--- src/pwmifb_defines.svh ---
`ifndef PWMIFB_DEFINES_SVH
`define PWMIFB_DEFINES_SVH
// ----------------------------------------
// register offsets
// ----------------------------------------
`define PWMIFB_OFS_COMPAT 12'h03c
`define PWMIFB_OFS_IEN 12'h040
`define PWMIFB_OFS_IND 12'h044
`define PWMIFB_OFS_CAPTURE_CONTROL_ZERO 12'h050
`define PWMIFB_RESET_VAL 32'h0000_0000
// ----------------------------------------
// field positions
// ----------------------------------------
`define PWMIFB_DUTY_LSB 8
`define PWMIFB_PERIOD_LSB 0
`define PWMIFB_TYPE01_BIT 16
`define PWMIFB_TYPE23_BIT 17
`define PWMIFB_CH1_LSB 16
`define PWMIFB_INV_BIT 0
`define PWMIFB_RIE_BIT 1
`define PWMIFB_FIE_BIT 2
`define PWMIFB_CEN_BIT 3
`define PWMIFB_CIF_BIT 4
`define PWMIFB_RLI_BIT 6
`define PWMIFB_FLI_BIT 7
`endif

--- src/pwmifb_pkg.sv ---
`default_nettype none
package pwmifb_pkg;
  // ----------------------------------------
  // per-channel counter strobes
  // ----------------------------------------
  typedef struct packed {
    logic [3:0] duty_match;
    logic [3:0] underflow;
    logic [3:0] period_match;
  } pwmifb_cnt_evt_t;
  // ----------------------------------------
  // capture configuration, channels 1..0
  // ----------------------------------------
  typedef struct packed {
    logic [1:0] input_invert;
    logic [1:0] rise_irq_en;
    logic [1:0] fall_irq_en;
    logic [1:0] capture_en;
  } pwmifb_cap_cfg_t;
endpackage : pwmifb_pkg
`default_nettype wire

--- src/pwmifb_top.sv ---
// What this block does
// [RULE1] down-count reaching compare sets duty flag
// [RULE2] write one clears duty flag, zero keeps
// [RULE3] edge-aligned compare equals period: no duty flag
// [RULE4] pair 2/3 type bit picks period condition
// [RULE5] pair 0/1 type bit picks period condition
// [RULE6] write one clears period flag, zero keeps
// [RULE7] indication register at 0x44, resets zero
// [RULE8] capture control at 0x50, two channel bytes
// [RULE9] center mode: type zero underflow, one match
// [RULE10] latched indicators clear per compatibility bit
// [RULE11] flags interrupt only while enabled
// [RULE12] write one clears capture flag
// [RULE13] interrupt high while any enabled flag set
`include "pwmifb_defines.svh"
`default_nettype none
module pwmifb_top (
  input wire logic pclk,
  input wire logic presetn,
  input wire logic psel,
  input wire logic penable,
  input wire logic pwrite,
  input wire logic [11:0] paddr,
  input wire logic [31:0] pwdata,
  output logic [31:0] prdata,
  output logic pready,
  output logic pslverr,
  input wire pwmifb_pkg::pwmifb_cnt_evt_t cnt_evt,
  input wire logic center_aligned,
  input wire logic [1:0] rise_evt,
  input wire logic [1:0] fall_evt,
  output pwmifb_pkg::pwmifb_cap_cfg_t cap_cfg,
  output logic irq
);

  // ----------------------------------------
  // helpers
  // ----------------------------------------
  // set wins over a clear landing in the same cycle
  function automatic logic [3:0] flag_next(input logic [3:0] cur, input logic [3:0] set,
                                           input logic [3:0] clr);
    flag_next = set | (cur & ~clr);
  endfunction : flag_next

  function automatic logic [7:0] ch_byte(input logic [31:0] w, input logic ch);
    ch_byte = ch ? w[`PWMIFB_CH1_LSB +: 8] : w[7:0];
  endfunction : ch_byte

  // ----------------------------------------
  // state
  // ----------------------------------------
  logic [3:0] duty_flag_q, duty_flag_d, period_flag_q, period_flag_d;
  logic [3:0] duty_ie_q, duty_ie_d, period_ie_q, period_ie_d;
  logic pair01_period_sel_q, pair01_period_sel_d;
  logic pair23_period_sel_q, pair23_period_sel_d;
  logic compat_clear_sel_q, compat_clear_sel_d;
  logic [1:0] inv_q, inv_d, rie_q, rie_d, fie_q, fie_d, cen_q, cen_d;
  logic [1:0] cif_q, cif_d, rli_q, rli_d, fli_q, fli_d;
  logic [31:0] prdata_q, prdata_d;
  logic pready_q, pready_d, pslverr_q, pslverr_d, irq_q, irq_d;

  logic acc, wr, sel_compat, sel_ien, sel_ind, sel_ccr, mapped;
  logic [3:0] period_set;
  logic [1:0] cif_set, cif_clr, rli_clr, fli_clr;
  logic [7:0] b0, b1;

  // ----------------------------------------
  // apb decode
  // ----------------------------------------
  // one wait state: pready rises in the second access cycle
  assign acc = psel && penable;
  assign wr = acc && pwrite && pready_q;
  assign sel_compat = paddr == `PWMIFB_OFS_COMPAT;
  assign sel_ien = paddr == `PWMIFB_OFS_IEN;
  assign sel_ind = paddr == `PWMIFB_OFS_IND;
  assign sel_ccr = paddr == `PWMIFB_OFS_CAPTURE_CONTROL_ZERO;
  assign mapped = sel_compat || sel_ien || sel_ind || sel_ccr;
  assign b0 = ch_byte(pwdata, 1'b0);
  assign b1 = ch_byte(pwdata, 1'b1);

  // ----------------------------------------
  // flag and config next state
  // ----------------------------------------
  always_comb begin
    period_ie_d = period_ie_q;
    duty_ie_d = duty_ie_q;
    pair01_period_sel_d = pair01_period_sel_q;
    pair23_period_sel_d = pair23_period_sel_q;
    compat_clear_sel_d = compat_clear_sel_q;
    inv_d = inv_q;
    rie_d = rie_q;
    fie_d = fie_q;
    cen_d = cen_q;
    if (wr && sel_compat) begin
      compat_clear_sel_d = pwdata[0];
    end
    if (wr && sel_ien) begin
      period_ie_d = pwdata[`PWMIFB_PERIOD_LSB +: 4];
      duty_ie_d = pwdata[`PWMIFB_DUTY_LSB +: 4];
      pair01_period_sel_d = pwdata[`PWMIFB_TYPE01_BIT];
      pair23_period_sel_d = pwdata[`PWMIFB_TYPE23_BIT];
    end
    if (wr && sel_ccr) begin
      inv_d = {b1[`PWMIFB_INV_BIT], b0[`PWMIFB_INV_BIT]};
      rie_d = {b1[`PWMIFB_RIE_BIT], b0[`PWMIFB_RIE_BIT]};
      fie_d = {b1[`PWMIFB_FIE_BIT], b0[`PWMIFB_FIE_BIT]};
      cen_d = {b1[`PWMIFB_CEN_BIT], b0[`PWMIFB_CEN_BIT]};
    end
    // edge-aligned: underflow always; center: type bit chooses
    for (int n = 0; n < 4; n++) begin
      if (!center_aligned) begin
        period_set[n] = cnt_evt.underflow[n];
      end else if (n < 2) begin
        period_set[n] = pair01_period_sel_q ? cnt_evt.period_match[n] // RULE5 RULE9
                                            : cnt_evt.underflow[n];
      end else begin
        period_set[n] = pair23_period_sel_q ? cnt_evt.period_match[n] // RULE4 RULE9
                                            : cnt_evt.underflow[n];
      end
    end
    // duty strobe comes from the counter, which skips it when compare equals period
    duty_flag_d = flag_next(duty_flag_q, cnt_evt.duty_match, // RULE1 RULE3
                            (wr && sel_ind) ? pwdata[`PWMIFB_DUTY_LSB +: 4] : 4'h0); // RULE2
    period_flag_d = flag_next(period_flag_q, period_set,
                              (wr && sel_ind) ? pwdata[`PWMIFB_PERIOD_LSB +: 4] : 4'h0); // RULE6
    // capture flag needs the matching edge enable
    cif_set = cen_q & ((rise_evt & rie_q) | (fall_evt & fie_q));
    cif_clr = (wr && sel_ccr) ? {b1[`PWMIFB_CIF_BIT], b0[`PWMIFB_CIF_BIT]} : 2'h0;
    cif_d = 2'(flag_next({2'h0, cif_q}, {2'h0, cif_set}, {2'h0, cif_clr})); // RULE12
    // indicators clear on written zero when compat is clear, or on written one when compat is set
    rli_clr = 2'h0;
    fli_clr = 2'h0;
    if (wr && sel_ccr) begin
      rli_clr = {b1[`PWMIFB_RLI_BIT], b0[`PWMIFB_RLI_BIT]} ^ {2{~compat_clear_sel_q}}; // RULE10
      fli_clr = {b1[`PWMIFB_FLI_BIT], b0[`PWMIFB_FLI_BIT]} ^ {2{~compat_clear_sel_q}}; // RULE10
    end
    rli_d = 2'(flag_next({2'h0, rli_q}, {2'h0, cen_q & rise_evt}, {2'h0, rli_clr}));
    fli_d = 2'(flag_next({2'h0, fli_q}, {2'h0, cen_q & fall_evt}, {2'h0, fli_clr}));
    irq_d = |(duty_flag_d & duty_ie_d) || |(period_flag_d & period_ie_d) // RULE11 RULE13
            || |(cif_d & cen_d); // RULE13
  end

  // ----------------------------------------
  // apb answer
  // ----------------------------------------
  always_comb begin
    pready_d = acc && !pready_q;
    pslverr_d = acc && !pready_q && !mapped;
    prdata_d = prdata_q;
    if (acc && !pready_q) begin
      prdata_d = `PWMIFB_RESET_VAL;
      if (sel_compat) begin
        prdata_d[0] = compat_clear_sel_q;
      end
      if (sel_ien) begin
        prdata_d[`PWMIFB_PERIOD_LSB +: 4] = period_ie_q;
        prdata_d[`PWMIFB_DUTY_LSB +: 4] = duty_ie_q;
        prdata_d[`PWMIFB_TYPE01_BIT] = pair01_period_sel_q;
        prdata_d[`PWMIFB_TYPE23_BIT] = pair23_period_sel_q;
      end
      if (sel_ind) begin
        prdata_d[`PWMIFB_PERIOD_LSB +: 4] = period_flag_q; // RULE7
        prdata_d[`PWMIFB_DUTY_LSB +: 4] = duty_flag_q; // RULE7
      end
      if (sel_ccr) begin
        for (int c = 0; c < 2; c++) begin
          prdata_d[c*16 + `PWMIFB_INV_BIT] = inv_q[c]; // RULE8
          prdata_d[c*16 + `PWMIFB_RIE_BIT] = rie_q[c];
          prdata_d[c*16 + `PWMIFB_FIE_BIT] = fie_q[c];
          prdata_d[c*16 + `PWMIFB_CEN_BIT] = cen_q[c];
          prdata_d[c*16 + `PWMIFB_CIF_BIT] = cif_q[c];
          prdata_d[c*16 + `PWMIFB_RLI_BIT] = rli_q[c];
          prdata_d[c*16 + `PWMIFB_FLI_BIT] = fli_q[c];
        end
      end
    end
  end

  // ----------------------------------------
  // registers
  // ----------------------------------------
  always_ff @(posedge pclk or negedge presetn) begin
    if (!presetn) begin
      duty_flag_q <= 4'h0; // RULE7
      period_flag_q <= 4'h0;
      duty_ie_q <= 4'h0;
      period_ie_q <= 4'h0;
      pair01_period_sel_q <= 1'b0;
      pair23_period_sel_q <= 1'b0;
      compat_clear_sel_q <= 1'b0;
      inv_q <= 2'h0; // RULE8
      rie_q <= 2'h0;
      fie_q <= 2'h0;
      cen_q <= 2'h0;
      cif_q <= 2'h0;
      rli_q <= 2'h0;
      fli_q <= 2'h0;
      prdata_q <= `PWMIFB_RESET_VAL;
      pready_q <= 1'b0;
      pslverr_q <= 1'b0;
      irq_q <= 1'b0;
    end else begin
      duty_flag_q <= duty_flag_d;
      period_flag_q <= period_flag_d;
      duty_ie_q <= duty_ie_d;
      period_ie_q <= period_ie_d;
      pair01_period_sel_q <= pair01_period_sel_d;
      pair23_period_sel_q <= pair23_period_sel_d;
      compat_clear_sel_q <= compat_clear_sel_d;
      inv_q <= inv_d;
      rie_q <= rie_d;
      fie_q <= fie_d;
      cen_q <= cen_d;
      cif_q <= cif_d;
      rli_q <= rli_d;
      fli_q <= fli_d;
      prdata_q <= prdata_d;
      pready_q <= pready_d;
      pslverr_q <= pslverr_d;
      irq_q <= irq_d;
    end
  end

  assign prdata = prdata_q;
  assign pready = pready_q;
  assign pslverr = pslverr_q;
  assign irq = irq_q;
  assign cap_cfg = '{input_invert: inv_q, rise_irq_en: rie_q,
                     fall_irq_en: fie_q, capture_en: cen_q};
endmodule : pwmifb_top
`default_nettype wire

--- config.mk ---
export PLATFORM = sky130hd
export DESIGN_NAME = pwmifb_top
export DESIGN_NICKNAME = d
export VERILOG_FILES = /design/src/pwmifb_pkg.sv /design/src/pwmifb_top.sv
export VERILOG_INCLUDE_DIRS = /design/src
export SDC_FILE = /design/constraint.sdc
export NUM_CORES = 1
export LEC_CHECK = 0
export BUFFER_PORTS_ARGS = -buffer_cell sky130_fd_sc_hd__buf_2
export CAP_MARGIN = 20
export CELL_PAD_IN_SITES_DETAIL_PLACEMENT = 0
export CELL_PAD_IN_SITES_GLOBAL_PLACEMENT = 1
export CORE_ASPECT_RATIO = 0.5
export CORE_UTILIZATION = 32
export CTS_CLUSTER_SIZE = 30
export DETAILED_ROUTE_END_ITERATION = 7
export PLACE_DENSITY = 0.78
export RECOVER_POWER = 50
export SYNTH_ARGS = -nofsm -noshare
export SYNTH_HDL_FRONTEND = slang
export SYNTH_SLANG_ARGS = --single-unit
--- constraint.sdc ---
create_clock -name pclk -period 1.96 [get_ports pclk]
set_input_delay 0.392 -clock pclk [delete_from_list [all_inputs] [get_ports pclk]]
set_output_delay 0.392 -clock pclk [all_outputs]
set_load 0.005 [all_outputs]
==> results.md, run 1 <==
* Sw Share at 0.224
* Max_cap viols at 0
* Pre-antenna DRT Iters at 4
* Main synth FF type: dfrtp_1
* Fin Setup TNS at -0.123 ns
* Synth top area cells: dfrtp_1 52%, mux2_2 9.0%, nand2_1 5.6%
* Mapped Cells at 244
* Most frequent cells in the layout: 77 x buf_2, 54 x dfrtp_1, 39 x nand2_1
* WP data arrival at between 2 and 2.5 ns
* Die height at about 66 um
* Power Internal at between 1500 and 2000 uW
* Synth Cell Area at 2620 sq um
* Pin count of the biggest net entering global routing at 55
* CP required at 2.12 ns
* Startpoint Class: input pin
* Fin. Hold Viols at 0
* Initial drt markers at 98
* Fin worst setup slack at -0.123 ns
* Yosys reg bits at 54
* Fraction of layout cells with a size suffix above 1 at 0.430
* Drt total wl at 6680 um
* Via/cell ratio at 4.77
* Syn-to-layout area delta at 32.4%
* Status: finished, violations left
* CTS tree: built
* Initial antenna violation count at 0
* Sw Pwr at 531 uW
* Logic pwr share at 0.092
* First-pass GRT wire length at 10800 um
* Clock Skew at roughly 0.007 ns
* Clock latency on the worst-skew pair at 0.29 ns
* Routed vias at 2178
* Residual DRC at 0
* Fin. max-slew vios at 0
* # H-tree levels at 2
* Slew HR at 0.114
* Critical path class: in -> reg
* CTS Buffer Depth at 2
* GPL Wtd Cong at 0.786
* Yosys warns at 0
* Share of the synthesized area in the top cell type at 0.516
* Fmax at between 400 and 500 MHz
* Count of cell types in the netlist at 39
* Worst VDD drop at 400 uV
* Row count at 22
* Failing checks: negative setup slack
* Final net count at 414
* Tcrit/Tclk final at 1.06
* Clock Power Share at 0.422
* Area post-placement at 3270 sq um
* RSZ-0062 raised after global routing: true
* Setup Viol. Count Final at 1
* Yosys top cell by area: dfrtp_1
* Register area share after synthesis at 0.516
* Vias in the first global route at approximately 2.2k
* Leak at 0.00177 uW
* Worst R2R Setup Slack at -0.07 ns
* Number of synthesized flops with an enable pin at 0
* IO Port Bufs at 80
* Total grt overflow at 0
* Hold-fix buffers, CTS at 0
* Core Util, Final at 0.455
* Hold_ws at 0.310 ns
* CTS sink count at 54
* Die area at 8580 sq um
* Worst Hold Class: in -> reg
* Crit end category: flip-flop
* Total CTS buffers at 5
* Post-route cell area at 3470 sq um
* Worst-path fanout max at 8
* # diodes at 0
* Drt wl/cell at 14.6 um
* Async set-reset flop share out of synthesis at 1.00
* Power density over cell area at 684 nW/um^2
* Tot Pwr at 2370 uW
* Commonest non-fill, non-tap cell in the layout: buf_2
* Final min period at 2.08 ns
* Clk slew on worst S/H paths at ~0.070 ns
* Initial core utilization at 0.344
* Gr usage total at 0.164
* Chip Width at 130 um
* Core Region at 7620 sq um
* Worst-Margin Slew at 1.33 ns
* CTS Root Cell: clkbuf_16
* Post-DP HPWL at 5140 um
* I/O pins at 109
* Antenna Nets Post-Route at 0
* Reg power frac at 0.486
* Syn avg cell area at around 11 sq um
## power groups by stage
stage,Clock [uW],Combinational [uW],Sequential [uW]
2_1_floorplan,0,86.7,1180
5_1_grt,1070,247,1160
6_report,1000,218,1150
3_3_place_gp,0,218,1170
3_5_place_dp,0,222,1180
4_1_cts,1020,224,1150
## synthesized netlist by cell type, types with 2 or more instances
library cell,n
nor4_1,2
buf_4,15
a21boi_0,7
a21o_1,2
o31ai_1,2
a22oi_1,2
a22o_1,6
nor2_1,19
and4_1,2
inv_1,5
xnor2_1,4
mux2_2,21
clkbuf_1,8
o21ai_0,7
mux2i_1,3
dfrtp_1,54
nand3_1,11
nand2_1,39
a221oi_1,7
nor4bb_1,2
or2_2,7
a222oi_1,2
## per-stage QoR
step	worst slack, ns	std cells
after global placement	-0.456	446
after floorplan	-0.228	257
final	-0.123	457
after detailed placement	-0.563	446
after CTS	-0.105	455
after global routing	-0.201	457
## final timing paths
kind,cells after the start,to,from
max,7,irq$_DFF_PN0_,paddr[7]
min,2,duty_flag_q[0]$_DFF_PN0_,cnt_evt[8]
max reg2reg,6,irq$_DFF_PN0_,pready$_DFF_PN0_
min reg2reg,2,prdata[20]$_DFFE_PN0P_,prdata[20]$_DFFE_PN0P_
max in group asynchronous,2,fli_q[0]$_DFF_PN0_,presetn
min in group asynchronous,2,prdata[8]$_DFFE_PN0P_,presetn
## layout make-up
class	instances	area, sq um
sequential	54	1350
tap	108	135
fill	753	4160
timing repair buffer	107	597
clock inverter	2	37.5
inverter	5	18.8
clock buffer	6	129
multi-input combinational	175	1200
## per-layer routing
metal | vias up | GRT usage | wire (um)
li1 | 1043 | - | -
met1 | 1078 | 0.208 | 2960
met2 | 55 | 0.292 | 3370
met3 | 2 | 0.0340 | 330
met4 | 0 | 0.0262 | 27
met5 | - | 0 | 0
## what timing repair did
item,CTS,global route
gates cloned,0,0
buffers inserted,1,2
hold endpoints to repair,0,0
pin swaps,1,2
endpoints found under the setup margin,1,3
resized for setup,5,6
## registers in the layout (all words and copies together) (netlist names), 4 cells and up
| name | flops |
|---|---|
| duty_flag_q | 4 |
| period_flag_q | 4 |
| prdata | 18 |
| period_ie_q | 4 |
| duty_ie_q | 4 |
## cell families after synthesis
group           share of synthesized area
other cells                       0.00143
xor+xnor                           0.0134
mux                                 0.102
buf+inv                            0.0616
flops                               0.516
compound gates                      0.115
simple gates                        0.191
## critical path, stage by stage
cell and delay, ns:
buf_2 0.13, nor4b_4 0.39, nand4_4 0.26, mux2_4 0.36
o21ai_0 0.08, o2111ai_1 0.12, or4b_1 0.50
No activity file was read; power rests on OpenSTA's default activity.
==> inputs of run 2 (changes only) <==
- SKIP_LAST_GASP: unset -> 1
==> results.md, run 2 (same netlist as run 1, synthesis figures left out) <==
* CP required at 2.12 ns (about the same)
* WP data arrival at 2.24 ns (about the same)
* Fin. max-slew vios at 0 (unchanged)
* Worst r2r dst: irq$_DFF_PN0_ (unchanged)
* Setup Viol. Count Final at 1 (unchanged)
* Worst Reg-to-Reg Cells at 6 (unchanged)
* CTS Buffer Depth at 2 (unchanged)
* Antenna Nets Post-Route at 0 (unchanged)
* Gr usage total at 0.164 (unchanged)
* Failing checks: negative setup slack (unchanged)
* Crit-path max cell delay at 0.51 ns (was 0.50 ns)
* Tot Pwr at 2370 uW (about the same)
* Multi-input logic area at 1210 sq um (was 1200 sq um)
* Power density over cell area at 678 nW/um^2 (was 684 nW/um^2)
* Final net count at 414 (unchanged)
* Clk slew on worst S/H paths at 0.07 ns (about the same)
* # diodes at 0 (unchanged)
* Worst R2R Setup Slack at -0.07 ns (about the same)
* I/O pins at 109 (unchanged)
* Clock Skew at 0.00679 ns (was 0.00692 ns)
* CTS Root Cell: clkbuf_16 (unchanged)
* WHS Endpoint: duty_flag_q[0]$_DFF_PN0_ (unchanged)
* RSZ-0062 raised after global routing: true (unchanged)
* First-pass GRT wire length at 10800 um (unchanged)
* Pin count of the biggest net entering global routing at 55 (unchanged)
* Residual DRC at 0 (unchanged)
* Routed vias at 2191 (was 2178)
* Worst-path fanout max at 8 (unchanged)
* Die area at 8580 sq um (unchanged)
* Hold-fix buffers, CTS at 0 (unchanged)
* Fin worst setup slack at -0.122 ns (was -0.123 ns)
* CTS sink count at 54 (unchanged)
* Critical path class: in -> reg (unchanged)
* Filler cell count at 749 (was 753)
* IO Port Bufs at 80 (unchanged)
* Startpoint Class: input pin (unchanged)
* Most frequent cells in the layout: 74 x buf_2, 54 x dfrtp_1, 39 x nand2_1 (was 77 x buf_2, 54 x dfrtp_1, 39 x nand2_1)
* FF-to-FF Start: pready$_DFF_PN0_ (unchanged)
* Worst-Margin Slew at 1.33 ns (about the same)
* Die height at 66.0 um (unchanged)
* # H-tree levels at 2 (unchanged)
* Slew HR at 0.112 (was 0.114)
* Crit end category: flip-flop (unchanged)
* Pre-antenna DRT Iters at 4 (unchanged)
* Worst VDD drop at 399 uV (was 400 uV)
* Max_cap viols at 0 (unchanged)
* CTS tree: built (unchanged)
* Max FFs per register at 18 (unchanged)
* Worst hold start: cnt_evt[8] (unchanged)
* Core Region at 7620 sq um (unchanged)
* Fin Setup TNS at -0.122 ns (was -0.123 ns)
* Commonest non-fill, non-tap cell in the layout: buf_2 (unchanged)
* Crit-path cells: buf_6 -> nor4_4 -> buf_4 -> nand4_4 -> mux2_4 -> o21ai_1 -> o2111ai_1 -> or4b_1 (was buf_2 -> nor4b_4 -> nand4_4 -> mux2_4 -> o21ai_0 -> o2111ai_1 -> or4b_1)
* Clock latency on the worst-skew pair at 0.29 ns (about the same)
* Hold_ws at 0.311 ns (was 0.310 ns)
* Fin. Hold Viols at 0 (unchanged)
* Worst Hold Class: in -> reg (unchanged)
* Hold path cells at 2 (unchanged)
* Status: finished, violations left (unchanged)
* Fraction of layout cells with a size suffix above 1 at 0.433 (was 0.430)
* Drt wl/cell at 14.6 um (about the same)
* Chip Width at 130 um (unchanged)
* Register area at 1350 sq um (unchanged)
* Leak at 0.00178 uW (was 0.00177 uW)
* Initial drt markers at 106 (was 98)
* Core Util, Final at 0.459 (was 0.455)
* Fmax at 480 MHz (about the same)
* Post-DP HPWL at 5140 um (unchanged)
* Syn-to-layout area delta at 33.6% (was 32.4%)
* Tcrit/Tclk final at 1.06 (about the same)
* Via/cell ratio at 4.79 (was 4.77)
* Final min period at 2.08 ns (about the same)
* Total CTS buffers at 5 (unchanged)
* GPL Wtd Cong at 0.786 (unchanged)
* Initial antenna violation count at 0 (unchanged)
* Post-route cell area at 3500 sq um (was 3470 sq um)
* Vias in the first global route at 2247 (unchanged)
* Area post-placement at 3270 sq um (unchanged)
* Row count at 22 (unchanged)
* Drt total wl at 6690 um (was 6680 um)
* Initial core utilization at 0.344 (unchanged)
* Total grt overflow at 0 (unchanged)
* Slowest cell on crit path: or4b_1 (unchanged)
==> run 2: report_power, final <==
group	switching (uW)	total [uW]	internal, uW	leakage [uW]
Combinational	120	222	102	0.00101
Clock	394	998	604	0.0000771
Sequential	13.3	1150	1140	0.000695
==> run 2: cell type report <==
class | instances | share of cell area
inverters | 5 | 0.00536
flip-flops and latches | 54 | 0.386
multi-input cells | 175 | 0.345
clock inverters | 2 | 0.0107
repair buffers | 107 | 0.177
clock buffers | 6 | 0.0368
well taps | 108 | 0.0386
==> run 2: routing by layer <==
metal  track usage  wire, um
met1         0.208      2930
met5             0         0
met2         0.292      3390
met3        0.0340       344
met4        0.0262        27
==> run 2: worst max-delay path by stage <==
stage / startpoint / endpoint / slack (ns) / cells after the start
after floorplan: paddr[8] / irq$_DFF_PN0_ / -0.23 / 6
after global placement: paddr[5] / irq$_DFF_PN0_ / -0.46 / 7
after detailed placement: paddr[5] / irq$_DFF_PN0_ / -0.56 / 7
after CTS: pready$_DFF_PN0_ / irq$_DFF_PN0_ / -0.11 / 6
after global routing: paddr[1] / irq$_DFF_PN0_ / -0.20 / 8
final: paddr[1] / irq$_DFF_PN0_ / -0.12 / 8
==> run 2: worst max-delay path, delay by kind of cell <==
kind	cells	cell delay (ns)
simple gates	3	1.00
mux	1	0.37
buf+inv	2	0.29
compound gates	2	0.20
==> run 2: metrics by stage <==
stage | std cells | setup WS (ns)
final | 457 | -0.122
after global routing | 457 | -0.200
after CTS | 455 | -0.111
after detailed placement | 446 | -0.563
after global placement | 446 | -0.456
after floorplan | 257 | -0.228
==> run 2: timing repair <==
action                                 in CTS  in global routing
endpoints found under the hold margin       0                  0
setup endpoints to repair                   1                  3
gates resized for setup                     4                 16
buffers inserted                            1                  2
pin swaps                                   1                  5
